--- config.mk ---
export PLATFORM = sky130hd
export DESIGN_NAME = zav_zone_fsm
export DESIGN_NICKNAME = d
export VERILOG_FILES = /design/src/core/zav_pkg.sv /design/src/core/zav_tick.sv /design/src/core/zav_zone_fsm.sv
export SDC_FILE = /design/constraint.sdc
export NUM_CORES = 2
export LEC_CHECK = 0
export BUFFER_PORTS_ARGS = -buffer_cell sky130_fd_sc_hd__buf_2
export CORE_AREA = 2 2 360 290
export DETAILED_ROUTE_END_ITERATION = 7
export DIE_AREA = 0 0 362 292
export SETUP_SLACK_MARGIN = 0.3
export SLEW_MARGIN = 20
export SYNTH_ARGS = -nofsm -noshare
export SYNTH_HDL_FRONTEND = slang
export SYNTH_HIERARCHICAL = 1
export SYNTH_SLANG_ARGS = --single-unit
--- constraint.sdc ---
create_clock -name clk -period 25.2 [get_ports clk]
set_clock_uncertainty 0.1 [all_clocks]
set_input_delay 5.04 -clock clk [delete_from_list [all_inputs] [get_ports clk]]
set_output_delay 5.04 -clock clk [all_outputs]
set_load 0.03 [all_outputs]
--- src/core/zav_pkg.sv ---
// shared constants, types and variant decoding for the zone alarm decision block
package zav_pkg;
    localparam int NZ = 4;
    localparam int ND = 8;
    localparam int AW = 8;
    localparam int DW = 32;
    localparam int TW = 16;

    // register byte addresses; zone config and status step by one word per zone
    localparam logic [AW-1:0] ADDR_ZCFG0 = 8'h00;
    localparam logic [AW-1:0] ADDR_CTRL = 8'h10;
    localparam logic [AW-1:0] ADDR_CMD = 8'h14;
    localparam logic [AW-1:0] ADDR_ACK_TIME = 8'h18;
    localparam logic [AW-1:0] ADDR_INV_TIME = 8'h1c;
    localparam logic [AW-1:0] ADDR_ZSTAT0 = 8'h20;
    localparam logic [AW-1:0] ADDR_STEP = 8'h04;

    localparam int CFG_VAR_LSB = 0;
    localparam int CFG_GA_LSB = 8;
    localparam int CFG_GB_LSB = 16;
    localparam int CTRL_UNATT_BIT = 0;
    localparam int CMD_ACK_LSB = 0;
    localparam int CMD_CLR_LSB = 4;
    localparam int STAT_PRE_BIT = 4;

    localparam logic [TW-1:0] ACK_TIME_RST = 16'h001e;
    localparam logic [TW-1:0] INV_TIME_RST = 16'h00b4;
    localparam logic [3:0] VAR_RST = 4'h1;

    // window lengths in seconds; the coincidence window is set in minutes
    localparam int WAIT_S = 40;
    localparam int REARM_S = 60;
    localparam int COINC_MIN = 8;
    localparam int SEC_PER_MIN = 60;
    localparam logic [TW-1:0] WAIT_TM = TW'(WAIT_S);
    localparam logic [TW-1:0] REARM_TM = TW'(REARM_S);
    localparam logic [TW-1:0] COINC_TM = TW'(COINC_MIN * SEC_PER_MIN);

    localparam int CLK_PERIOD_NS = 40;
    localparam int SEC_NS = 1000000000;
    localparam int TICK_CYCLES = SEC_NS / CLK_PERIOD_NS;

    localparam logic [3:0] VAR_TWO = 4'h2;
    localparam logic [3:0] VAR_CLR1 = 4'h3;
    localparam logic [3:0] VAR_CLR2 = 4'h4;
    localparam logic [3:0] VAR_DET1 = 4'h5;
    localparam logic [3:0] VAR_DET2 = 4'h6;
    localparam logic [3:0] VAR_GRP1 = 4'h7;
    localparam logic [3:0] VAR_GRP2 = 4'h8;
    localparam logic [3:0] VAR_INT1 = 4'h9;
    localparam logic [3:0] VAR_INT2 = 4'ha;
    localparam logic [3:0] VAR_ZDET = 4'hb;
    localparam logic [3:0] VAR_ZGRP = 4'hc;
    localparam logic [3:0] VAR_SMCP = 4'hd;
    localparam logic [3:0] VAR_SDET = 4'he;
    localparam logic [3:0] VAR_ZESC = 4'hf;

    typedef enum logic [3:0] {
        ST_IDLE, ST_WAIT, ST_REARM, ST_COINC, ST_INTER, ST_STAGE1, ST_INVEST, ST_STAGE2
    } zav_state_t;

    typedef struct packed {
        logic prealarm;
        logic stage1;
        logic stage2;
        logic zone_alarm;
    } zav_zone_out_t;

    typedef struct packed {
        logic two_stage;
        logic clear40;
        logic coinc_det;
        logic coinc_grp;
        logic interact;
        logic accel;
        logic sys_mcp;
        logic sys_det;
        logic zone_esc;
        logic mcp_two;
    } zav_attr_t;

    // variant 1 and any unused code fall back to plain single stage
    function automatic zav_attr_t zav_decode(input logic [3:0] v);
        zav_attr_t a;
        a = '0;
        a.two_stage = 1'b1;
        case (v)
            VAR_TWO: a.two_stage = 1'b1;
            VAR_CLR1: {a.two_stage, a.clear40} = 2'h1;
            VAR_CLR2: a.clear40 = 1'b1;
            VAR_DET1: {a.two_stage, a.coinc_det} = 2'h1;
            VAR_DET2: a.coinc_det = 1'b1;
            VAR_GRP1: {a.two_stage, a.coinc_grp} = 2'h1;
            VAR_GRP2: a.coinc_grp = 1'b1;
            VAR_INT1: {a.two_stage, a.interact} = 2'h1;
            VAR_INT2: a.interact = 1'b1;
            VAR_ZDET: {a.clear40, a.coinc_det, a.accel} = 3'h7;
            VAR_ZGRP: {a.clear40, a.coinc_grp, a.accel} = 3'h7;
            VAR_SMCP: {a.accel, a.sys_mcp, a.mcp_two} = 3'h7;
            VAR_SDET: {a.accel, a.sys_det, a.mcp_two} = 3'h7;
            VAR_ZESC: {a.accel, a.zone_esc} = 2'h3;
            default: a.two_stage = 1'b0;
        endcase
        return a;
    endfunction
endpackage

--- src/core/zav_tick.sv ---
// one-second tick generator shared by all zone timers
`timescale 1ns/1ps
module zav_tick #(
    parameter int CYCLES = zav_pkg::TICK_CYCLES
) (
    input wire logic clk,
    input wire logic rst,
    output logic tick
);
    import zav_pkg::*;
    localparam logic [31:0] LAST = 32'(CYCLES - 1);

    logic [31:0] cnt_ff;
    logic tick_ff;

    always_ff @(posedge clk or posedge rst)
    begin
        if (rst)
        begin
            cnt_ff <= '0;
            tick_ff <= 1'b0;
        end
        else if (cnt_ff >= LAST)
        begin
            cnt_ff <= '0;
            tick_ff <= 1'b1;
        end
        else
        begin
            cnt_ff <= cnt_ff + 32'h0000_0001;
            tick_ff <= 1'b0;
        end
    end

    assign tick = tick_ff;
endmodule

--- src/core/zav_zone_fsm.sv ---
// per-zone alarm variant decision logic with register port
// What this block does
// - one-time clearing: second detector within 40 s raises the alarm
// - else clear detector, open 60 s window; trigger raises alarm, else false
// - two-stage clearing variant uses same windows, then acknowledge sequence
// - 2-detector coincidence: first trigger resets detector, asserts pre-alarm
// - cleared detector re-triggering within 8 minutes raises the alarm
// - 8 minute expiry drops pre-alarm and returns zone to supervision
// - two-stage 2-detector coincidence continues into acknowledge sequence
// - group trigger resets all detectors of that group, asserts pre-alarm
// - group A and group B triggers after the pre-alarm, within 8 minutes, raise the alarm
// - two-stage group coincidence continues into acknowledge sequence
// - interactive: pre-alarm arms zone; other detector confirming raises alarm
// - interactive: full alarm from one detector also raises alarm
// - two-stage interactive continues into acknowledge sequence
// - variants 11, 12: 40 s zone clearing, 8 min coincidence, acceleration
// - variants 13, 14: stage 1 escalates on any other call point or detector
// - variant 15: second zone detector during stage 1 escalates at once
// - stage 1 waits ack time, then investigate time, else stage 2
// - unattended mode makes two-stage variants raise stage 2 immediately
// - acceleration: two or more active zone detectors raise stage 2
//
// The address map and the plain strobed port are this design's own decisions.
`timescale 1ns/1ps
module zav_zone_fsm #(
    parameter int TICK_CYCLES = zav_pkg::TICK_CYCLES
) (
    input wire logic clk,
    input wire logic rst,
    input wire logic [zav_pkg::NZ*zav_pkg::ND-1:0] det_alarm_pin,
    input wire logic [zav_pkg::NZ*zav_pkg::ND-1:0] det_pre_pin,
    input wire logic [zav_pkg::NZ-1:0] manual_call_point_pin,
    input wire logic [zav_pkg::AW-1:0] addr,
    input wire logic [zav_pkg::DW-1:0] wdata,
    input wire logic wr,
    input wire logic rd,
    output logic [zav_pkg::DW-1:0] rdata,
    output zav_pkg::zav_zone_out_t [zav_pkg::NZ-1:0] zone_out,
    output logic [zav_pkg::NZ*zav_pkg::ND-1:0] det_reset
);
    import zav_pkg::*;
    localparam int NDET = NZ * ND;
    localparam int NIN = 2 * NDET + NZ;

    logic tick;
    zav_tick #(.CYCLES(TICK_CYCLES)) u_tick (
        .clk(clk),
        .rst(rst),
        .tick(tick)
    );

    // pin sampling: a change is taken once stages two and three agree
    logic [NIN-1:0] s1_ff, s2_ff, s3_ff, stable_ff, prev_ff;
    logic [NIN-1:0] agree;
    assign agree = ~(s2_ff ^ s3_ff);

    always_ff @(posedge clk or posedge rst)
    begin
        if (rst)
        begin
            s1_ff <= '0;
            s2_ff <= '0;
            s3_ff <= '0;
            stable_ff <= '0;
            prev_ff <= '0;
        end
        else
        begin
            s1_ff <= {manual_call_point_pin, det_pre_pin, det_alarm_pin};
            s2_ff <= s1_ff;
            s3_ff <= s2_ff;
            stable_ff <= (s3_ff & agree) | (stable_ff & ~agree);
            prev_ff <= stable_ff;
        end
    end

    logic [NIN-1:0] rise_all;
    logic [NDET-1:0] det_lvl_all, det_rise_all, pre_lvl_all, pre_rise_all;
    logic [NZ-1:0] mcp_rise_all;
    assign rise_all = stable_ff & ~prev_ff;
    assign det_lvl_all = stable_ff[NDET-1:0];
    assign det_rise_all = rise_all[NDET-1:0];
    assign pre_lvl_all = stable_ff[2*NDET-1:NDET];
    assign pre_rise_all = rise_all[2*NDET-1:NDET];
    assign mcp_rise_all = rise_all[NIN-1:2*NDET];

    // register file
    logic [23:0] cfg_ff [NZ];
    logic unattended_mode_ff;
    logic [TW-1:0] ack_wait_time_ff, investigate_time_ff;
    logic [NZ-1:0] ack_ff, clr_ff;
    logic [DW-1:0] rdata_ff;
    logic [7:0] zstat [NZ];

    function automatic logic [AW-1:0] zone_addr(input logic [AW-1:0] base, input int z);
        return base + AW'(z * 4);
    endfunction

    always_ff @(posedge clk or posedge rst)
    begin
        if (rst)
        begin
            for (int z = 0; z < NZ; z++)
            begin
                cfg_ff[z] <= {16'h0000, 4'h0, VAR_RST};
            end
            unattended_mode_ff <= 1'b0;
            ack_wait_time_ff <= ACK_TIME_RST;
            investigate_time_ff <= INV_TIME_RST;
        end
        else if (wr)
        begin
            for (int z = 0; z < NZ; z++)
            begin
                if (addr == zone_addr(ADDR_ZCFG0, z))
                begin
                    cfg_ff[z] <= wdata[23:0];
                end
            end
            if (addr == ADDR_CTRL)
            begin
                unattended_mode_ff <= wdata[CTRL_UNATT_BIT];
            end
            if (addr == ADDR_ACK_TIME)
            begin
                ack_wait_time_ff <= wdata[TW-1:0];
            end
            if (addr == ADDR_INV_TIME)
            begin
                investigate_time_ff <= wdata[TW-1:0];
            end
        end
    end

    // operator commands are one-cycle pulses from a write to the command word
    always_ff @(posedge clk or posedge rst)
    begin
        if (rst)
        begin
            ack_ff <= '0;
            clr_ff <= '0;
        end
        else
        begin
            ack_ff <= (wr && addr == ADDR_CMD) ? wdata[CMD_ACK_LSB +: NZ] : '0;
            clr_ff <= (wr && addr == ADDR_CMD) ? wdata[CMD_CLR_LSB +: NZ] : '0;
        end
    end

    always_ff @(posedge clk or posedge rst)
    begin
        if (rst)
        begin
            rdata_ff <= '0;
        end
        else
        begin
            rdata_ff <= '0;
            if (rd)
            begin
                for (int z = 0; z < NZ; z++)
                begin
                    if (addr == zone_addr(ADDR_ZCFG0, z))
                    begin
                        rdata_ff <= {8'h00, cfg_ff[z]};
                    end
                    if (addr == zone_addr(ADDR_ZSTAT0, z))
                    begin
                        rdata_ff <= {24'h000000, zstat[z]};
                    end
                end
                if (addr == ADDR_CTRL)
                begin
                    rdata_ff <= {31'h0000_0000, unattended_mode_ff};
                end
                if (addr == ADDR_ACK_TIME)
                begin
                    rdata_ff <= {16'h0000, ack_wait_time_ff};
                end
                if (addr == ADDR_INV_TIME)
                begin
                    rdata_ff <= {16'h0000, investigate_time_ff};
                end
            end
        end
    end
    assign rdata = rdata_ff;

    // one independent decision engine per zone
    for (genvar z = 0; z < NZ; z++)
    begin : g_zone
        zav_state_t st_ff;
        logic [TW-1:0] tm_ff;
        logic [ND-1:0] mask_ff, rst_ff;
        logic seen_a_ff, seen_b_ff;
        zav_zone_out_t out_ff;
        zav_attr_t a;
        logic [ND-1:0] lvl, rise, pre_lvl, pre_rise, ga, gb, grp_rst;
        logic [NDET-1:0] excl;
        logic exp, acc2, hit_a, hit_b, esc;
        zav_state_t raise_st;
        logic [TW-1:0] raise_tm, mcp_tm;
        zav_state_t mcp_st;

        assign a = zav_decode(cfg_ff[z][CFG_VAR_LSB +: 4]);
        assign ga = cfg_ff[z][CFG_GA_LSB +: ND];
        assign gb = cfg_ff[z][CFG_GB_LSB +: ND];
        assign lvl = det_lvl_all[z*ND +: ND];
        assign rise = det_rise_all[z*ND +: ND];
        assign pre_lvl = pre_lvl_all[z*ND +: ND];
        assign pre_rise = pre_rise_all[z*ND +: ND];
        assign exp = tick && (tm_ff <= 16'h0001);
        assign acc2 = a.accel && ((lvl & (lvl - 8'h01)) != '0);
        assign hit_a = |(rise & ga);
        assign hit_b = |(rise & gb);
        assign grp_rst = ({ND{hit_a}} & ga) | ({ND{hit_b}} & gb);

        // two-stage variants enter stage 1 unless the panel is unattended
        assign raise_st = (a.two_stage && !unattended_mode_ff) ? ST_STAGE1 : ST_STAGE2;
        assign raise_tm = ack_wait_time_ff;
        assign mcp_st = (a.mcp_two && !unattended_mode_ff) ? ST_STAGE1 : ST_STAGE2;
        assign mcp_tm = ack_wait_time_ff;

        always_comb
        begin
            excl = det_rise_all;
            excl[z*ND +: ND] = rise & ~mask_ff;
        end
        assign esc = acc2 || unattended_mode_ff
            || (a.zone_esc && |(rise & ~mask_ff))
            || (a.sys_det && |excl) || (a.sys_mcp && |mcp_rise_all);

        always_ff @(posedge clk or posedge rst)
        begin
            if (rst)
            begin
                st_ff <= ST_IDLE;
                tm_ff <= '0;
                mask_ff <= '0;
                rst_ff <= '0;
                seen_a_ff <= 1'b0;
                seen_b_ff <= 1'b0;
            end
            else
            begin
                rst_ff <= '0;
                if (tick && tm_ff != '0)
                begin
                    tm_ff <= tm_ff - 16'h0001;
                end
                case (st_ff)
                    ST_IDLE:
                    begin
                        if (mcp_rise_all[z])
                        begin
                            st_ff <= mcp_st;
                            tm_ff <= mcp_tm;
                        end
                        else if (|rise)
                        begin
                            mask_ff <= rise;
                            if (acc2)
                            begin
                                st_ff <= ST_STAGE2;
                            end
                            else if (a.clear40)
                            begin
                                st_ff <= ST_WAIT;
                                tm_ff <= WAIT_TM;
                            end
                            else if (a.coinc_det)
                            begin
                                rst_ff <= rise;
                                st_ff <= ST_COINC;
                                tm_ff <= COINC_TM;
                            end
                            else if (a.coinc_grp)
                            begin
                                if (hit_a || hit_b)
                                begin
                                    rst_ff <= grp_rst;
                                    seen_a_ff <= 1'b0;
                                    seen_b_ff <= 1'b0;
                                    st_ff <= ST_COINC;
                                    tm_ff <= COINC_TM;
                                end
                            end
                            else
                            begin
                                st_ff <= raise_st;
                                tm_ff <= raise_tm;
                            end
                        end
                        else if (a.interact && |pre_rise)
                        begin
                            mask_ff <= pre_rise;
                            st_ff <= ST_INTER;
                        end
                    end
                    ST_WAIT:
                    begin
                        if (acc2)
                        begin
                            st_ff <= ST_STAGE2;
                        end
                        else if (!a.coinc_det && !a.coinc_grp && |(rise & ~mask_ff))
                        begin
                            st_ff <= raise_st;
                            tm_ff <= raise_tm;
                        end
                        else if (exp && (a.coinc_det || a.coinc_grp))
                        begin
                            rst_ff <= '1;
                            seen_a_ff <= 1'b0;
                            seen_b_ff <= 1'b0;
                            st_ff <= ST_COINC;
                            tm_ff <= COINC_TM;
                        end
                        else if (exp)
                        begin
                            rst_ff <= mask_ff;
                            st_ff <= ST_REARM;
                            tm_ff <= REARM_TM;
                        end
                    end
                    ST_REARM:
                    begin
                        if (|rise)
                        begin
                            st_ff <= raise_st;
                            tm_ff <= raise_tm;
                        end
                        else if (exp)
                        begin
                            st_ff <= ST_IDLE;
                        end
                    end
                    ST_COINC:
                    begin
                        seen_a_ff <= seen_a_ff | hit_a;
                        seen_b_ff <= seen_b_ff | hit_b;
                        if (acc2)
                        begin
                            st_ff <= ST_STAGE2;
                        end
                        else if (a.coinc_det && !a.clear40 && |(rise & mask_ff))
                        begin
                            st_ff <= raise_st;
                            tm_ff <= raise_tm;
                        end
                        else if (a.coinc_det && a.clear40 && |(rise & ~mask_ff))
                        begin
                            st_ff <= raise_st;
                            tm_ff <= raise_tm;
                        end
                        else if (a.coinc_grp && (seen_a_ff || hit_a) && (seen_b_ff || hit_b))
                        begin
                            st_ff <= raise_st;
                            tm_ff <= raise_tm;
                        end
                        else if (exp)
                        begin
                            st_ff <= ST_IDLE;
                        end
                    end
                    ST_INTER:
                    begin
                        if (|rise || |(pre_rise & ~mask_ff))
                        begin
                            st_ff <= raise_st;
                            tm_ff <= raise_tm;
                        end
                        else if (pre_lvl == '0)
                        begin
                            st_ff <= ST_IDLE;
                        end
                    end
                    ST_STAGE1:
                    begin
                        if (esc || exp)
                        begin
                            st_ff <= ST_STAGE2;
                        end
                        else if (ack_ff[z])
                        begin
                            st_ff <= ST_INVEST;
                            tm_ff <= investigate_time_ff;
                        end
                    end
                    ST_INVEST:
                    begin
                        if (clr_ff[z])
                        begin
                            st_ff <= ST_IDLE;
                        end
                        else if (esc || exp)
                        begin
                            st_ff <= ST_STAGE2;
                        end
                    end
                    ST_STAGE2:
                    begin
                        if (clr_ff[z])
                        begin
                            st_ff <= ST_IDLE;
                        end
                    end
                    default: st_ff <= ST_IDLE;
                endcase
            end
        end

        // outputs follow the state one clock later so every port is a flop
        always_ff @(posedge clk or posedge rst)
        begin
            if (rst)
            begin
                out_ff <= '0;
            end
            else
            begin
                out_ff.prealarm <= (st_ff == ST_COINC);
                out_ff.stage1 <= (st_ff == ST_STAGE1) || (st_ff == ST_INVEST);
                out_ff.stage2 <= (st_ff == ST_STAGE2);
                out_ff.zone_alarm <= (st_ff == ST_STAGE1) || (st_ff == ST_INVEST)
                    || (st_ff == ST_STAGE2);
            end
        end

        assign zone_out[z] = out_ff;
        assign det_reset[z*ND +: ND] = rst_ff;
        assign zstat[z] = {out_ff.zone_alarm, out_ff.stage2, out_ff.stage1,
            out_ff.prealarm, 4'(st_ff)};
    end
endmodule

After elaboration in Yosys (flattened, before gate mapping) --
Cells that the tools add are included.
Word-level totals: flip-flop bits (word level) 710, input port bits 112, output and inout bits 80, word-level logic and storage cells 889
Cells by class: $add $sub $neg 9, order comparisons 5, equality and inequality tests 163, mux-type cells 356, bitwise logic cells 60, reduce and logical (&&, ||, !) cells 239
Operators with widths (number):
- 2-to-1 mux 16 bit | 80
- 2-to-1 mux 8 bit | 52
- 2-to-1 mux 4 bit | 102
- 2-to-1 mux 32 bit | 12
- one-hot mux 16 bit (6 select lines) | 4
- AND 8 bit | 32
- OR reduction 8 bit | 28
- AND 68 bit | 3
- inverter 68 bit | 3
- == test 4 x 3 -> 1 bit, second input constant | 32
- == test 4 bit, second input constant | 32
- one-hot mux 4 bit (8 select lines) | 4
- OR reduction 32 bit | 4
- inequality test 2 bit, second input constant | 44
- 2-to-1 mux 1 bit | 81
- logical AND 1 bit | 73
- OR 68 bit | 1
- bitwise XOR 68 bit | 1
- == test 4 x 2 -> 1 bit, second input constant | 16
- less-or-equal comparator 16 x 1 -> 1 bit, second input constant | 4
- one-hot mux 8 bit (2 select lines) | 4
- nonzero test 16 bit | 4
- subtractor 16 x 1 -> 16 bit, second input constant | 4
- logical OR 1 bit | 48
- 34 further kinds | 164

Depth between registers and ports, before layout --
word-level depth 14, gate-level depth with buffers 11, gate-level depth less buffers 10

Modules after synthesis --
The synthesis kept the hierarchy.
Modules (own cells, without submodules):
- zav_zone_fsm | instances 1, cells an instance 3043, area each 31939.4 µm², sequential area each 16756.1 µm²
- zav_tick | instances 1, cells an instance 152, area each 1561.5 µm², sequential area each 825.8 µm²

Least setup slack after synthesis --
No wires, ideal clock.
kind in2reg, from input addr[4] (netlist name), to register rdata_ff[0] (netlist: rdata[0]), library setup time 78 ps, arrival 6947 ps, required time 25022 ps, slack 18075 ps, cell stages on the path 9, path buffers 1, cells stage by stage or4b_2 -> clkbuf_1 -> nor2_1 -> a22o_1 -> a211oi_1 -> a21oi_1 -> a221oi_1 -> a221o_1 -> a21oi_1
On the way: longest elaborated chain between the ends 13, elaborated cells between the ends (all ways) 23, those cells by class 10 x eq/ne; 12 x mux; 1 x reduce/logical
RTL lines:
- from (decl) | line zav_zone_fsm.sv:33 | input wire logic [zav_pkg::AW-1:0] addr,
- zero test 8 bit | line zav_zone_fsm.sv:163 | if (addr == zone_addr(ADDR_ZCFG0, z))
- 2-to-1 mux 24 bit | line zav_zone_fsm.sv:163
- 2-to-1 mux 32 bit | line zav_zone_fsm.sv:167 | if (addr == zone_addr(ADDR_ZSTAT0, z))
- 2-to-1 mux 32 bit | line zav_zone_fsm.sv:163
- 2-to-1 mux 32 bit | line zav_zone_fsm.sv:167
- 2-to-1 mux 32 bit | line zav_zone_fsm.sv:163
- 2-to-1 mux 32 bit | line zav_zone_fsm.sv:167
- 2-to-1 mux 32 bit | line zav_zone_fsm.sv:163
- 2-to-1 mux 32 bit | line zav_zone_fsm.sv:167
- 2-to-1 mux 32 bit | line zav_zone_fsm.sv:172 | if (addr == ADDR_CTRL)
- 2-to-1 mux 32 bit | line zav_zone_fsm.sv:176 | if (addr == ADDR_ACK_TIME)
- 2-to-1 mux 32 bit * | line zav_zone_fsm.sv:180 | if (addr == ADDR_INV_TIME)
- 2-to-1 mux 32 bit * | line zav_zone_fsm.sv:159 | if (rd)
- to (signal assigned) | line zav_zone_fsm.sv:174 | rdata_ff <= {31'h0000_0000, unattended_mode_ff};
- to (signal assigned) | line zav_zone_fsm.sv:178 | rdata_ff <= {16'h0000, ack_wait_time_ff};
- to (signal assigned) | line zav_zone_fsm.sv:182 | rdata_ff <= {16'h0000, investigate_time_ff};
- to (decl) | line zav_zone_fsm.sv:92 | logic [DW-1:0] rdata_ff;
Every way passes the cells marked *; elsewhere a longest branch is shown, timed or not. A chain may end at the register's enable or synchronous reset.

==> metrics.md <==
| Metric | Value |
|---|---|
| Synth Area per Inst | 10.5 um2 |
| Vias in the first global route | 26.1k |
| VDD IR max | 52.8 uV |
| Vias | 27.9k |
| DR pass1 iterations | 6 |
| CTS Hold Bufs | 0 |
| Main synth FF type | dfrtp_1 |
| Worst EP arrival | 8180 ps |
| Total power draw | 0.00363 W |
| Max cap viols | 0 |
| Area Overhead vs Synth | 15.2% |
| Die Y | 292 um |
| Final Setup Violations | 0 |
| Buffers on Ports | 175 |
| Multi-input gate area | 15100 um2 |
| Most frequent cells in the layout | dfrtp_1, nor2_1, nand2_1 |
| WL per Instance | 24.8 um |
| Rel. slew slack | 23.2% |
| Post-synth EDFFs | 0 |
| Seq. cell area | 17600 um2 |
| Syn. warnings | 6 |
| Rows | 105 |
| Clock tree buffer depth | 3 |
| Post-CTS resize count | 0 |
| Worst slew pin tran | 1140 ps |
| Routability cong. | 0.978 |
| Status | complete, no violations |
| Vias per cell | 5.87 |
| Number of DRC markers in iteration 0 | 3502 |
| Fmax | 131 MHz |
| Period utilization | 30.3% |
| Residual DRC | 0 |
| Post-synth top area share | 51.5% |
| Clock Sinks | 702 |
| Fraction of layout cells with a size suffix above 1 | 16.4% |
| Core ar. | 102000 um2 |
| Post-CTS setup buffers | 0 |
| WHS | 237 ps |
| Yosys reg bits | 702 |
| I/O Pins | 192 |
| Layout Nets | 3489 |
| FFs w/ async S/R, synth | 100% |
| DRT antenna net count | 0 |
| Worst setup EP type | async pin |
| Final HPWL DP | 85700 um |
| Critical-path maximum fanout | 144 |
| GRT Total Usage | 22.0% |
| Largest net degree at the start of global routing | 145 |
| Grt ovf | 0 |
| PwrDens | 94.0 nW/um2 |
| Cells after synthesis | 3195 |
| Largest area contributor in the netlist | dfrtp_1 |
| Fin Setup TNS | 0 ps |
| Initial Utilization | 32.8% |
| Fin crit period | 7640 ps |
| Hold Violations, Final | 0 |
| Diode count | 0 |
| # fillers | 9968 |
| Sequential area share after synthesis | 52.5% |
| CTS Buf Count | 78 |
| Fin. max-slew vios | 0 |
| Detailed Route WL | 118000 um |
| Hold crit path type | register to register |
| First-pass GRT wire length | 176000 um |
| Chip Width | 362 um |
| Largest cells by area after synthesis | dfrtp_1, mux2_2, a22oi_1 |
| Library cells used by synthesis | 102 |
| H-tree levels | 3 |
| Critical path launch point type | primary input |
| Clock transition at the registers of the reported paths | 60 ps |
| CP required | 25740 ps |
| Post-Syn Area | 33500 um2 |
| Most common cell after layout, fill and taps aside | dfrtp_1 |
| RSZ-0062 raised after global routing | no |
| Clk root buf | clkbuf_16 |
| Kind of critical path | primary input to async pin |
| Die area | 106000 um2 |
| Worst-Skew Late Latency | 650 ps |
| Initial antenna violation count | 11 |
| LEAKAGE | 16.2 nW |
| CTS tree | yes |
## final timing paths
path	slack, ps	endpoint	depth (start not counted)	from
worst max register to register	20370	g_zone[2].tm_ff[9]	8	register
worst max-delay path	17560	async pin	5	rst
worst min-delay path	240	s2_ff[39]	0	s1_ff[39]
min in group asynchronous	4430	s1_ff[51]	2	rst
worst min register to register	240	s2_ff[39]	0	s1_ff[39]
max in group clk	18130	rdata[17]	6	addr[4]
## where the power goes
group	switching [W]	total (W)	internal, W
logic	0.000609	0.000971	0.000362
registers	0.000206	0.00147	0.00126
clock network	0.000493	0.00119	0.000696
total	0.00131	0.00363	0.00232
## logic make-up (layout without fill, tap and decap cells)
kind of cell               count (synthesis)  after routing  share of synthesized area (%)
xor gates and xnor gates                  78             78                           2.04
and+or+nand+nor                         1039           1039                           16.6
AOI/OAI and AO/OA                        915            915                           18.9
other                                      2             19                         0.0224
adders and majority gates                 84             84                           2.60
DFF                                      702            702                           52.5
buffers and inverters                    236            450                           2.79
muxes                                    139            139                           4.65
## flip-flops by register name (all words and copies together) (netlist names), 16 cells and up, named ones only
signal	flops
s3_ff	68
g_zone.rst_ff	32
s2_ff	68
g_zone.tm_ff	64
rdata	24
investigate_time_ff	16
g_zone.mask_ff	32
s1_ff	68
zone_out	16
cfg_ff	96
g_zone.st_ff	16
u_tick/cnt_ff	32
prev_ff	68
ack_wait_time_ff	16
## Yosys cell counts, drive strengths merged, types with 50 or more instances
library cell	number
dfrtp	690
nor2b	74
o21ai	168
inv	79
a21oi	178
maj3	72
nor3	110
nor2	237
nand2	188
mux2	134
nor4	58
clkbuf	126
nand2b	50
nand3	59
a22oi	120
## routing by layer
metal | global-route usage (%) | wire [um] | share of wire, %
met1 | 34.0 | 55100 | 47
met2 | 29.9 | 47600 | 40
met5 | 0 | 92 | 0.078
met4 | 6.27 | 3440 | 2.9
met3 | 5.25 | 12000 | 10
## area by class of cell
class / instances / share of cell area (%)
Timing Repair Buffer: 227 / 3.32
Tap cell: 1337 / 4.33
Clock inverter: 44 / 1.31
Multi-Input combinational cell: 2274 / 39.1
Inverter: 82 / 0.817
Clock buffer: 97 / 5.59
Sequential cell: 702 / 45.6
## per-stage QoR
step	cells	setup slack, ps	util (%)	area [um2]
6_report	4763	17560	37.8	38600
4_1_cts	4763	17340	37.8	38600
2_1_floorplan	3212	1330	-	33600
3_3_place_gp	4622	16650	35.2	35900
3_5_place_dp	4622	16650	35.2	35900
5_1_grt	4763	16870	37.8	38600
## worst max-delay path: stages
cell	delay [ps]
buf_2	130
inv_8	500
buf_4	820
buf_12	560
buf_4	850
No activity file was read; power rests on OpenSTA's default activity.
